--- src/verilog/radio_cfg_pkg.sv ---
// Purpose: shared constants and types for the radio link configuration bank
// Assumes: 20 MHz core clock, 8-bit register port
// Notes:   offsets are the register port addresses
package radio_cfg_pkg;

  // timing
  localparam int unsigned CLK_PERIOD_NS = 50;
  localparam int unsigned MS_NS         = 1_000_000;
  localparam int unsigned CYC_PER_MS    = MS_NS / CLK_PERIOD_NS;

  // ack wait per rate class, in ms
  localparam logic [7:0] ACK_MS_2400  = 8'd170;
  localparam logic [7:0] ACK_MS_9600  = 8'd75;
  localparam logic [7:0] ACK_MS_19200 = 8'd45;
  localparam logic [7:0] ACK_MS_FAST  = 8'd30;

  // config slot indices, shared by stored and active copies
  localparam int unsigned CFG_HOP    = 0;
  localparam int unsigned CFG_PWR    = 1;
  localparam int unsigned CFG_RATE   = 2;
  localparam int unsigned CFG_NET    = 3;
  localparam int unsigned CFG_TMO    = 4;
  localparam int unsigned CFG_RETRY  = 5;
  localparam int unsigned CFG_CRC    = 6;
  localparam int unsigned CFG_MTU    = 7;
  localparam int unsigned CFG_BANNER = 8;
  localparam int unsigned NUM_CFG    = 9;

  localparam logic [7:0] STORED_ADDR [NUM_CFG] = '{
    8'h00, 8'h02, 8'h03, 8'h04, 8'h05, 8'h07, 8'h08, 8'h09, 8'h0A};
  localparam logic [7:0] ACTIVE_ADDR [NUM_CFG] = '{
    8'h4B, 8'h4D, 8'h4E, 8'h4F, 8'h50, 8'h52, 8'h53, 8'h54, 8'h55};
  // writable bits; the rest read as zero
  localparam logic [7:0] CFG_MASK [NUM_CFG] = '{
    8'h7F, 8'h03, 8'h07, 8'h1F, 8'hFF, 8'hFF, 8'hFF, 8'hFF, 8'hFF};
  localparam logic [7:0] CFG_RESET [NUM_CFG] = '{
    8'h00, 8'h03, 8'h00, 8'h04, 8'h10, 8'h1A, 8'h01, 8'h40, 8'h01};

  localparam logic [7:0] ADDR_CRC_COUNT = 8'h40;
  localparam logic [7:0] ADDR_IRQ_STAT  = 8'h60;
  localparam logic [7:0] ADDR_IRQ_MASK  = 8'h61;

  localparam logic [7:0] HOP_MAX   = 8'h05;
  localparam logic [7:0] MTU_MIN   = 8'h01;
  localparam logic [7:0] MTU_MAX   = 8'hC0;
  localparam logic [7:0] NET_MODE_MASK = 8'h17;   // mode bits without preamble flag
  localparam logic [7:0] NET_MAC     = 8'h04;
  localparam logic [7:0] NET_USER    = 8'h06;
  localparam logic [7:0] NET_USER_X  = 8'h07;
  localparam logic [7:0] NET_MAC_A   = 8'h14;
  localparam logic [7:0] NET_MAC_A2  = 8'h16;
  localparam logic [7:0] NET_USER_XA = 8'h17;
  localparam int unsigned NET_PREAMBLE_BIT = 3;
  localparam int unsigned NET_ACK_BIT      = 4;

  localparam logic [2:0] RATE_2400  = 3'h0;
  localparam logic [2:0] RATE_9600  = 3'h1;
  localparam logic [2:0] RATE_19200 = 3'h2;

  // interrupt status bits
  localparam int unsigned IRQ_CRC_FAIL = 0;
  localparam int unsigned IRQ_NO_ACK   = 1;
  localparam int unsigned IRQ_PKT_SENT = 2;
  localparam int unsigned IRQ_BITS     = 3;

  typedef struct packed {
    logic [7:0] addr;
    logic [7:0] wdata;
    logic       wr;
    logic       rd;
  } reg_req_t;

  typedef struct packed {
    logic [2:0] hop_seq;
    logic [1:0] power_level;
    logic [2:0] serial_rate;
    logic [2:0] net_mode;
    logic       long_preamble_flag;
    logic       ack_request_flag;
    logic       crc_check_enable;
  } link_cfg_t;

endpackage : radio_cfg_pkg

--- src/verilog/radio_link_config_registers.sv ---
// Purpose: configuration register bank and packet trigger logic of a hopping radio link
// Assumes: radio and serial engines share core_clk_i; command pin is asynchronous
// Notes:   stored copies stand in for non-volatile memory and hold defaults from reset
//
// Decided for this implementation: strobed register access.
`timescale 1ns/100ps

// Operation
// - every reset or reload copies each stored setting into its active copy
// - a write to an active setting other than the rate changes the link parameter at once
// - each failed received CRC bumps the counter; writing zero clears it
// - hop sequence accepts zero to five, default zero, bit seven reserved
// - two-bit power field, lowest to highest, highest by default
// - three-bit rate code; active change applies after command acknowledge
// - stored rate applies only at reset or reload; waking from deep sleep keeps rate
// - power-on with command pin low forces 2400 baud; here the strap reads the sync chain's reset value, so the stored rate loads
// - network mode selects addressing and acknowledgement, reserved codes refused
// - long preamble flag prefixes every transmission with extended preamble
// - each serial byte reloads the ms idle timer; expiry or MTU sends
// - timeout zero disables the idle timer; only MTU triggers sending
// - acked modes retry up to the limit, then raise no-ack exception
// - ack wait is 170, 75, 45 or 30 ms by serial rate
// - CRC checking on discards failing packets; zero forwards all
// - minimum transfer unit accepts 1 to 192, default 64
// - when the hop is short, send what fits and carry the rest
module radio_link_config_registers
  import radio_cfg_pkg::*;
#(
  parameter int unsigned MS_CYCLES = radio_cfg_pkg::CYC_PER_MS
) (
  // clock, reset, enable
  input  wire logic                    core_clk_i,
  input  wire logic                    rst_b_i,
  input  wire logic                    clk_en_i,
  // register port
  input  wire radio_cfg_pkg::reg_req_t reg_req_i,
  output logic [7:0]                   reg_rdata_o,
  // system control
  input  wire logic                    cmd_pin_b_i,
  input  wire logic                    soft_reset_i,
  input  wire logic                    cmd_ack_sent_i,
  // serial receive side
  input  wire logic                    uart_byte_i,
  // radio receive side
  input  wire logic                    rx_pkt_done_i,
  input  wire logic                    rx_crc_ok_i,
  output logic                         rx_forward_o,
  output logic                         rx_discard_o,
  // radio transmit side
  input  wire logic [7:0]              hop_room_i,
  input  wire logic                    tx_done_i,
  input  wire logic                    ack_ok_i,
  output logic                         send_packet_o,
  output logic [7:0]                   send_len_o,
  output logic                         no_ack_exception_o,
  // live link settings
  output radio_cfg_pkg::link_cfg_t     link_cfg_o,
  output logic [2:0]                   baud_sel_o,
  output logic                         irq_o
);

  if (MS_CYCLES < 1 || MS_CYCLES > 65535) begin : g_bad_ms
    $error("MS_CYCLES out of range");
  end

  typedef enum logic [1:0] {
    TX_IDLE,
    TX_WAIT_DONE,
    TX_WAIT_ACK
  } tx_state_t;

  logic [7:0]          stored_r [NUM_CFG];
  logic [7:0]          active_r [NUM_CFG];
  logic [7:0]          crc_count_r;
  logic [2:0]          baud_r;
  logic                baud_pend_r;
  logic [2:0]          baud_nxt;
  logic                cmd_meta_r;
  logic                cmd_sync_r;
  logic                por_load_r;
  logic                por_cmd_low_r;
  logic [15:0]         ms_cnt_r;
  logic                ms_tick;
  logic [7:0]          idle_r;
  logic                idle_armed_r;
  logic [7:0]          buf_cnt_r;
  logic [7:0]          ack_ms_r;
  logic [7:0]          tries_r;
  logic [7:0]          pkt_len_r;
  tx_state_t           tx_state_r;
  logic [IRQ_BITS-1:0] irq_stat_r;
  logic [IRQ_BITS-1:0] irq_mask_r;
  logic [IRQ_BITS-1:0] irq_evt;
  logic [7:0]          rdata_r;
  logic                send_r;
  logic                no_ack_r;
  logic                fwd_r;
  logic                drop_r;
  logic                reload;
  logic                want_send;
  logic [7:0]          fit_len;
  logic [7:0]          ack_wait_ms;

  // refuse out-of-range values so the active copy never holds a bad setting
  function automatic logic write_ok(input int unsigned idx, input logic [7:0] d);
    logic [7:0] m;
    m = d & NET_MODE_MASK;
    if (idx == CFG_HOP) begin
      write_ok = (d & CFG_MASK[CFG_HOP]) <= HOP_MAX;
    end else if (idx == CFG_NET) begin
      write_ok = (m == NET_MAC) || (m == NET_USER) || (m == NET_USER_X) ||
                 (m == NET_MAC_A) || (m == NET_MAC_A2) || (m == NET_USER_XA);
    end else if (idx == CFG_MTU) begin
      write_ok = (d >= MTU_MIN) && (d <= MTU_MAX);
    end else begin
      write_ok = 1'b1;
    end
  endfunction : write_ok

  // command pin synchroniser
  always_ff @(posedge core_clk_i or negedge rst_b_i) begin
    if (!rst_b_i) begin
      cmd_meta_r <= 1'b1;
      cmd_sync_r <= 1'b1;
    end else if (clk_en_i) begin
      cmd_meta_r <= cmd_pin_b_i;
      cmd_sync_r <= cmd_meta_r;
    end
  end

  // power-on load: sample the synchronised pin as the strap on the first cycle after release
  always_ff @(posedge core_clk_i or negedge rst_b_i) begin
    if (!rst_b_i) begin
      por_load_r    <= 1'b1;
      por_cmd_low_r <= 1'b0;
    end else if (clk_en_i) begin
      if (por_load_r) begin
        por_load_r    <= 1'b0;
        por_cmd_low_r <= !cmd_sync_r;
      end else if (soft_reset_i) begin
        por_cmd_low_r <= 1'b0;
      end
    end
  end

  // the strap is read one cycle after release, while the sync chain still holds its reset value
  assign reload = por_load_r || soft_reset_i;

  // stored copies
  always_ff @(posedge core_clk_i or negedge rst_b_i) begin
    if (!rst_b_i) begin
      for (int i = 0; i < NUM_CFG; i++) begin
        stored_r[i] <= CFG_RESET[i];
      end
    end else if (clk_en_i && reg_req_i.wr) begin
      for (int i = 0; i < NUM_CFG; i++) begin
        if (reg_req_i.addr == STORED_ADDR[i] && write_ok(i, reg_req_i.wdata)) begin
          stored_r[i] <= reg_req_i.wdata & CFG_MASK[i];
        end
      end
    end
  end

  // active copies; deep-sleep wake is not a reload, so nothing here reacts to it
  always_ff @(posedge core_clk_i or negedge rst_b_i) begin
    if (!rst_b_i) begin
      for (int i = 0; i < NUM_CFG; i++) begin
        active_r[i] <= CFG_RESET[i];
      end
    end else if (clk_en_i) begin
      if (reload) begin
        for (int i = 0; i < NUM_CFG; i++) begin
          active_r[i] <= stored_r[i];
        end
      end else if (reg_req_i.wr) begin
        for (int i = 0; i < NUM_CFG; i++) begin
          if (reg_req_i.addr == ACTIVE_ADDR[i] && write_ok(i, reg_req_i.wdata)) begin
            active_r[i] <= reg_req_i.wdata & CFG_MASK[i];
          end
        end
      end
    end
  end

  // serial rate: stored value only at reset or reload, active change after acknowledge
  always_comb begin
    baud_nxt = stored_r[CFG_RATE][2:0];
    if (por_cmd_low_r || (por_load_r && !cmd_sync_r)) begin
      baud_nxt = RATE_2400;
    end
  end

  always_ff @(posedge core_clk_i or negedge rst_b_i) begin
    if (!rst_b_i) begin
      baud_r      <= RATE_2400;
      baud_pend_r <= 1'b0;
    end else if (clk_en_i) begin
      if (por_load_r) begin
        baud_r      <= baud_nxt;
        baud_pend_r <= 1'b0;
      end else if (soft_reset_i) begin
        baud_r      <= stored_r[CFG_RATE][2:0];
        baud_pend_r <= 1'b0;
      end else begin
        if (reg_req_i.wr && reg_req_i.addr == ACTIVE_ADDR[CFG_RATE]) begin
          baud_pend_r <= 1'b1;
        end else if (cmd_ack_sent_i) begin
          baud_pend_r <= 1'b0;
        end
        if (cmd_ack_sent_i && baud_pend_r) begin
          baud_r <= active_r[CFG_RATE][2:0];
        end
      end
    end
  end

  // received packets: count and filter
  always_ff @(posedge core_clk_i or negedge rst_b_i) begin
    if (!rst_b_i) begin
      crc_count_r <= 8'h00;
      fwd_r       <= 1'b0;
      drop_r      <= 1'b0;
    end else if (clk_en_i) begin
      fwd_r  <= rx_pkt_done_i && (rx_crc_ok_i || active_r[CFG_CRC] == 8'h00);
      drop_r <= rx_pkt_done_i && !rx_crc_ok_i && active_r[CFG_CRC] != 8'h00;
      // an increment in the write cycle is applied on top of the written value
      if (reg_req_i.wr && reg_req_i.addr == ADDR_CRC_COUNT) begin
        crc_count_r <= reg_req_i.wdata + {7'h00, rx_pkt_done_i && !rx_crc_ok_i};
      end else if (rx_pkt_done_i && !rx_crc_ok_i) begin
        crc_count_r <= crc_count_r + 8'h01;
      end
    end
  end

  // millisecond tick
  assign ms_tick = (ms_cnt_r == 16'(MS_CYCLES - 1));

  always_ff @(posedge core_clk_i or negedge rst_b_i) begin
    if (!rst_b_i) begin
      ms_cnt_r <= 16'h0000;
    end else if (clk_en_i) begin
      ms_cnt_r <= ms_tick ? 16'h0000 : ms_cnt_r + 16'h0001;
    end
  end

  // send decision; the host keeps the timeout above one byte time
  assign want_send = (buf_cnt_r != 8'h00) &&
                     ((buf_cnt_r >= active_r[CFG_MTU]) ||
                      (idle_armed_r && idle_r == 8'h00));
  assign fit_len   = (hop_room_i < buf_cnt_r) ? hop_room_i : buf_cnt_r;

  // idle timer
  always_ff @(posedge core_clk_i or negedge rst_b_i) begin
    if (!rst_b_i) begin
      idle_r       <= 8'h00;
      idle_armed_r <= 1'b0;
    end else if (clk_en_i) begin
      if (uart_byte_i) begin
        idle_r       <= active_r[CFG_TMO];
        idle_armed_r <= active_r[CFG_TMO] != 8'h00;
      end else if (send_r) begin
        idle_armed_r <= 1'b0;
      end else if (ms_tick && idle_r != 8'h00) begin
        idle_r <= idle_r - 8'h01;
      end
    end
  end

  // buffered byte level
  always_ff @(posedge core_clk_i or negedge rst_b_i) begin
    if (!rst_b_i) begin
      buf_cnt_r <= 8'h00;
    end else if (clk_en_i) begin
      buf_cnt_r <= buf_cnt_r
                 + {7'h00, uart_byte_i && buf_cnt_r != 8'hFF}
                 - (send_r ? pkt_len_r : 8'h00);
    end
  end

  always_comb begin
    if (baud_r == RATE_2400) begin
      ack_wait_ms = ACK_MS_2400;
    end else if (baud_r == RATE_9600) begin
      ack_wait_ms = ACK_MS_9600;
    end else if (baud_r == RATE_19200) begin
      ack_wait_ms = ACK_MS_19200;
    end else begin
      ack_wait_ms = ACK_MS_FAST;
    end
  end

  // transmit engine with acknowledgement retries
  always_ff @(posedge core_clk_i or negedge rst_b_i) begin
    if (!rst_b_i) begin
      tx_state_r <= TX_IDLE;
      send_r     <= 1'b0;
      no_ack_r   <= 1'b0;
      pkt_len_r  <= 8'h00;
      tries_r    <= 8'h00;
      ack_ms_r   <= 8'h00;
    end else if (clk_en_i) begin
      send_r   <= 1'b0;
      no_ack_r <= 1'b0;
      case (tx_state_r)
        TX_IDLE: begin
          if (want_send && fit_len != 8'h00) begin
            pkt_len_r  <= fit_len;
            send_r     <= 1'b1;
            tries_r    <= 8'h01;
            tx_state_r <= TX_WAIT_DONE;
          end
        end
        TX_WAIT_DONE: begin
          if (tx_done_i) begin
            ack_ms_r   <= ack_wait_ms;
            tx_state_r <= active_r[CFG_NET][NET_ACK_BIT] ? TX_WAIT_ACK : TX_IDLE;
          end
        end
        TX_WAIT_ACK: begin
          if (ack_ok_i) begin
            tx_state_r <= TX_IDLE;
          end else if (ms_tick && ack_ms_r == 8'h01) begin
            if (tries_r >= active_r[CFG_RETRY]) begin
              no_ack_r   <= 1'b1;
              tx_state_r <= TX_IDLE;
            end else begin
              // resend the same bytes; the level is only reduced once
              tries_r    <= tries_r + 8'h01;
              tx_state_r <= TX_WAIT_DONE;
            end
          end else if (ms_tick) begin
            ack_ms_r <= ack_ms_r - 8'h01;
          end
        end
        default: tx_state_r <= TX_IDLE;
      endcase
    end
  end

  // interrupt status and mask
  assign irq_evt = {send_r, no_ack_r, rx_pkt_done_i && !rx_crc_ok_i};

  always_ff @(posedge core_clk_i or negedge rst_b_i) begin
    if (!rst_b_i) begin
      irq_stat_r <= '0;
      irq_mask_r <= '0;
    end else if (clk_en_i) begin
      if (reg_req_i.wr && reg_req_i.addr == ADDR_IRQ_STAT) begin
        irq_stat_r <= (irq_stat_r & ~reg_req_i.wdata[IRQ_BITS-1:0]) | irq_evt;
      end else begin
        irq_stat_r <= irq_stat_r | irq_evt;
      end
      if (reg_req_i.wr && reg_req_i.addr == ADDR_IRQ_MASK) begin
        irq_mask_r <= reg_req_i.wdata[IRQ_BITS-1:0];
      end
    end
  end

  // read port, data one cycle after the strobe
  always_ff @(posedge core_clk_i or negedge rst_b_i) begin
    if (!rst_b_i) begin
      rdata_r <= 8'h00;
    end else if (clk_en_i) begin
      rdata_r <= 8'h00;
      if (reg_req_i.rd) begin
        if (reg_req_i.addr == ADDR_CRC_COUNT) begin
          rdata_r <= crc_count_r;
        end else if (reg_req_i.addr == ADDR_IRQ_STAT) begin
          rdata_r <= {{(8-IRQ_BITS){1'b0}}, irq_stat_r};
        end else if (reg_req_i.addr == ADDR_IRQ_MASK) begin
          rdata_r <= {{(8-IRQ_BITS){1'b0}}, irq_mask_r};
        end else begin
          for (int i = 0; i < NUM_CFG; i++) begin
            if (reg_req_i.addr == STORED_ADDR[i]) begin
              rdata_r <= stored_r[i];
            end else if (reg_req_i.addr == ACTIVE_ADDR[i]) begin
              rdata_r <= active_r[i];
            end
          end
        end
      end
    end
  end

  // live settings
  assign link_cfg_o.hop_seq            = active_r[CFG_HOP][2:0];
  assign link_cfg_o.power_level        = active_r[CFG_PWR][1:0];
  assign link_cfg_o.serial_rate        = active_r[CFG_RATE][2:0];
  assign link_cfg_o.net_mode           = active_r[CFG_NET][2:0];
  assign link_cfg_o.long_preamble_flag = active_r[CFG_NET][NET_PREAMBLE_BIT];
  assign link_cfg_o.ack_request_flag   = active_r[CFG_NET][NET_ACK_BIT];
  assign link_cfg_o.crc_check_enable   = active_r[CFG_CRC] != 8'h00;

  assign baud_sel_o         = baud_r;
  assign reg_rdata_o        = rdata_r;
  assign rx_forward_o       = fwd_r;
  assign rx_discard_o       = drop_r;
  assign send_packet_o      = send_r;
  assign send_len_o         = pkt_len_r;
  assign no_ack_exception_o = no_ack_r;
  assign irq_o              = |(irq_stat_r & irq_mask_r);

endmodule : radio_link_config_registers

--- config.mk ---
export PLATFORM = sky130hd
export DESIGN_NAME = radio_link_config_registers
export DESIGN_NICKNAME = d
export VERILOG_FILES = /design/src/verilog/radio_cfg_pkg.sv /design/src/verilog/radio_link_config_registers.sv
export SDC_FILE = /design/constraint.sdc
export NUM_CORES = 1
export LEC_CHECK = 0
export BUFFER_PORTS_ARGS = -buffer_cell sky130_fd_sc_hd__buf_2
export CORE_MARGIN = 4
export CORE_UTILIZATION = 56
export DETAILED_ROUTE_END_ITERATION = 10
export PLACE_DENSITY_LB_ADDON = 0.15
export SLEW_MARGIN = 20
export SYNTH_ARGS = -nofsm -noshare
export SYNTH_HDL_FRONTEND = slang
export SYNTH_SLANG_ARGS = --single-unit
--- constraint.sdc ---
create_clock -name core_clk_i -period 2.26 [get_ports core_clk_i]
set_input_delay 0.113 -clock core_clk_i [delete_from_list [all_inputs] [get_ports core_clk_i]]
set_output_delay 0.113 -clock core_clk_i [all_outputs]
set_load 0.02 [all_outputs]
==> run summary <==
Setup total negative slack on the finished layout was measured at -441 ps. Leaving out filler cells and counting taps, the final layout contains 1777. Fraction of the mapped netlist area in compound gates: 0.195. The cell count after synthesis was 1264. Count of state elements after synthesis: 207. The die width works out to 153 um. By area the synthesized netlist is led by dfrtp_1, a21oi_1, mux2_2, dfstp_2, ha_1.

The type of element launching the critical path was a flop. STA puts the critical path data arrival time at 2760 ps. The number of maximum-capacitance constraint violations was 0; the number of cell rows was 52. The largest fanout on the critical path is 7.

Synthesis produced a netlist with a net count of 1347. The post-synthesis simple-gate area fraction was 0.175; the total global-route track usage was 0.315. The worst hold path was traced through 3 stages. Relative to the synthesized area, the layout overhead comes to 26.8%. The classification of the worst setup path is reg -> reg.

The run gives 75 as the count of pins on the block boundary. The run gives 0.577 as the starting density of the core. The worst setup path is captured at a flop.

Before antenna repair, the detailed router went through 6 iterations. Static timing analysis puts the maximum clock frequency at 0.424 GHz. The final critical-path required period works out to 2360 ps. In this run, distinct cell masters in the synthesized netlist total 78.

For this run, the leading register cell type out of synthesis is dfrtp_1. The count of final hold-check violations came out at 0. After detailed routing, the met3 layer carries 3260 um of wire. For this run, the number of Yosys warnings is 0. The dominant combinational cell family by area after synthesis was compound AO/OA/AOI/OAI gates. The wire length of the first global-routing pass was 59600 um; the number of nets at the end of the flow was 1573. The number of inserted diodes came out at 0.

The post-route core utilization came out at 0.731. The worst register-to-register path begins at buf_cnt_r[4]. The fraction of the cycle the final worst path needs is 1.04.

The tools report the count of nets left with antenna violations after detail routing as 0. Setup repair after global routing could not meet its margin everywhere. At the pin with the least slew margin, the transition time is 1030 ps. The latest clock arrival within the worst-skew pair is 520 ps. The detailed placer's ending HPWL was 27400 um; the final hold slack was 34.2 ps. The tools report the clock tree root driver cell as clkbuf_16. Power density over the cells: 937 mW/mm^2. The via count of the first global-routing pass is 10900. The H-tree depth reported by CTS was 1; the aggregate routed wire length was 38000 um. The worst register-to-register path has a depth of 12.

A synthesized cell averages 9.32 um^2. The adder and majority gate portion of the synthesized area was 0.0495. In this run the most critical hold path is launched from uart_byte_i. After clock tree synthesis, the clock-pin slew on the worst setup and hold paths is 60 ps.

Multiplexer fraction of the synthesized cell area: 0.0697. The tools report the number of sinks handled by clock tree synthesis as 207. The number of pins with negative max-slew slack in the final report is 0. The logs give 0.442 for the share of synthesized area occupied by flip-flops and latches and 2660 ps for the worst endpoint required time.

Die footprint: 0.0234 mm^2. The tools report the capture point of the worst reg-to-reg path as tries_r[6]. The placer's final routability congestion estimate is 0.996, and the average detailed-routed wire length per instance is 21.4 um.

The class of the tightest hold or removal check was in -> reg. The relative slew slack is 0.312, and the number of design rule violations left after detail routing is 0. The run finished, with violations left. dfrtp_1 takes more of the synthesized area than any other cell. The core region is 0.0204 mm^2. For the post-route cell area, the log shows 0.0149 mm^2. TritonCTS built the clock tree. The logs give 23 for the clock buffer count from CTS and 0.0118 mm^2 for the post-synthesis instance area. The number of buffers added on ports is 74, and the area after detailed placement is 0.0136 mm^2.

Summed over all layers, the global routing overflow is 0. Dividing the detail-routed via count by the number of cells gives 6.26. In this run the top signal layer used is met4.

The detailed router placed 11100 vias in this run. The flop-to-flop setup slack is -100 ps, and the routed length on met1 is 15500 um. The xor and xnor area share after synthesis was 0.0201. The fraction of final layout cells sized beyond drive strength 1 was 0.305. Entering global routing, the biggest net connects 62 pins.

The analysis attributes to cell leakage a power of 6.88 nW. For this block, the initial DRC count from the detailed router was 1195. Across the routed clock network, the largest skew measured is 11.8 ps. Detailed routing placed a total of 17700 um of wire on met2. The run gives 0.698 mV as the maximum resistive drop on vdd. The async set-or-reset flop fraction in the synthesized netlist is 1.00. The number of endpoints failing setup at the final stage was 8; the placed cell count was 1705. The checks that failed: setup timing. The final worst slack is -101 ps, and the buffer depth of the longest clock path is 3.

The number of synthesized flops with an enable pin works out to 0. The die height was 153 um; the post-layout total power was 14.0 mW. The tools report the post-place setup slack as -247 ps. The path with the worst hold slack has its endpoint at idle_r[7].

The initial antenna violation count was 0. The share of the synthesized area in the top cell type works out to 0.391.
[synthesized netlist by cell type, drive strengths merged, types with 4 or more instances]
| cell type | instances |
|---|---|
| nor3 | 26 |
| buf | 36 |
| a211oi | 20 |
| a21o | 8 |
| a222oi | 5 |
| or3 | 6 |
| a221oi | 11 |
| nand3 | 46 |
| a32oi | 4 |
| dfrtp | 184 |
| o31ai | 11 |
| nor2 | 79 |
| mux2i | 19 |
| a31oi | 8 |
| a21oi | 136 |
| mux2 | 56 |
| xor2 | 11 |
| o21ai | 99 |
| nand4 | 14 |
| ha | 45 |
| a22oi | 12 |
| o211ai | 4 |
| nor2b | 19 |
| o221ai | 4 |
| and2 | 14 |
| inv | 52 |
| a22o | 6 |
| nor4 | 14 |
| o22ai | 14 |
| nand2 | 130 |
| or4 | 10 |
| and3 | 19 |
| nor3b | 6 |
| xnor2 | 16 |
| dfstp | 23 |
| a2111oi | 6 |
| nand2b | 12 |
| clkbuf | 41 |
[registers in the layout, indices dropped and copies added, names as in the netlist, 3 cells and up]
name         cells
active_r        44
tries_r          8
stored_r        57
send_len_o       8
ack_ms_r         8
reg_rdata_o      8
irq_mask_r       3
irq_stat_r       3
baud_sel_o       3
link_cfg_o      13
buf_cnt_r        8
idle_r           8
ms_cnt_r        16
crc_count_r      8
[how the worst max path moves through the flow]
stage / from / to / cells after the start / slack [ps]
floorplan: send_packet_o / buf_cnt_r[6] / 14 / -80
global placement: active_r[25] / tries_r[4] / 11 / -130
detailed placement: active_r[25] / tries_r[4] / 11 / -250
CTS: buf_cnt_r[1] / buf_cnt_r[6] / 14 / -60
global route: buf_cnt_r[5] / buf_cnt_r[6] / 14 / -230
finish: buf_cnt_r[4] / tries_r[6] / 12 / -100
[cell usage in the layout (no fill, tap or decap), types with 11 or more instances in the layout]
| cell type | instances |
|---|---|
| ha_1 | 34 |
| inv_1 | 46 |
| nand2_1 | 129 |
| dfstp_2 | 23 |
| nand3_1 | 42 |
| nor2b_1 | 18 |
| xor2_1 | 11 |
| xnor2_1 | 15 |
| buf_2 | 75 |
| a221oi_1 | 11 |
| dfrtp_1 | 183 |
| o21ai_0 | 87 |
| o22ai_1 | 14 |
| clkbuf_16 | 23 |
| dlygate4sd3_1 | 17 |
| nand2b_1 | 12 |
| a22oi_1 | 12 |
| and3_1 | 18 |
| mux2_2 | 56 |
| a211oi_1 | 20 |
| nor3_1 | 19 |
| nand4_1 | 14 |
| and2_1 | 12 |
| nor2_1 | 77 |
| a21oi_2 | 15 |
| mux2i_1 | 19 |
| a21oi_1 | 121 |
| buf_4 | 174 |
[report_power, final]
| part | leakage (nW) | internal (mW) | total (mW) | switching [mW] |
|---|---|---|---|---|
| registers | 2.62 | 4.29 | 4.80 | 0.516 |
| clock network | 0.388 | 2.30 | 3.86 | 1.56 |
| logic | 3.88 | 2.48 | 5.33 | 2.84 |
| total | 6.88 | 9.07 | 14.0 | 4.92 |
[critical path, cell delays in order (launching register included)]
cell     delay, ps
dfrtp_1        380
buf_4          120
inv_1           60
ha_4           280
nand3_1        100
a21oi_2        170
a21oi_2         60
a32oi_2        310
nand3_4        150
buf_4          160
buf_4          140
o31ai_4        230
a21oi_2         80
[kinds of logic (layout without fill, tap and decap cells)]
| kind of cell | after synthesis | count (layout) |
|---|---|---|
| AND/OR/NAND/NOR | 405 | 405 |
| AO/OA/AOI/OAI | 374 | 374 |
| flip-flops | 207 | 207 |
| buffers and inverters | 130 | 373 |
| multiplexers | 75 | 75 |
| adder cells (fa/ha/maj) | 46 | 46 |
| XOR/XNOR | 27 | 27 |
[final cells by class]
class	count	area [um^2]
sequential	207	5210
fill	1489	5500
timing repair buffer	278	2040
inverter	53	201
multi-input combinational	927	6370
clock inverter	9	98.8
clock buffer	33	673
tap	270	338
[metal layers]
layer / track usage / up-vias
met5: 0 / -
met4: 0.132 / 0
met3: 0.0563 / 130
met2: 0.508 / 543
met1: 0.422 / 5407
li1: - / 5048
[what timing repair did]
| item | 4_1_cts | 5_1_grt |
|---|---|---|
| pin swaps | 17 | 19 |
| setup endpoints to repair | 15 | 25 |
| setup buffers | 6 | 5 |
| hold buffers | 17 | 0 |
| cloned | 1 | 1 |
| hold endpoints to repair | 73 | 0 |
| gates resized for setup | 19 | 51 |
No activity file was read; power rests on OpenSTA's default activity.
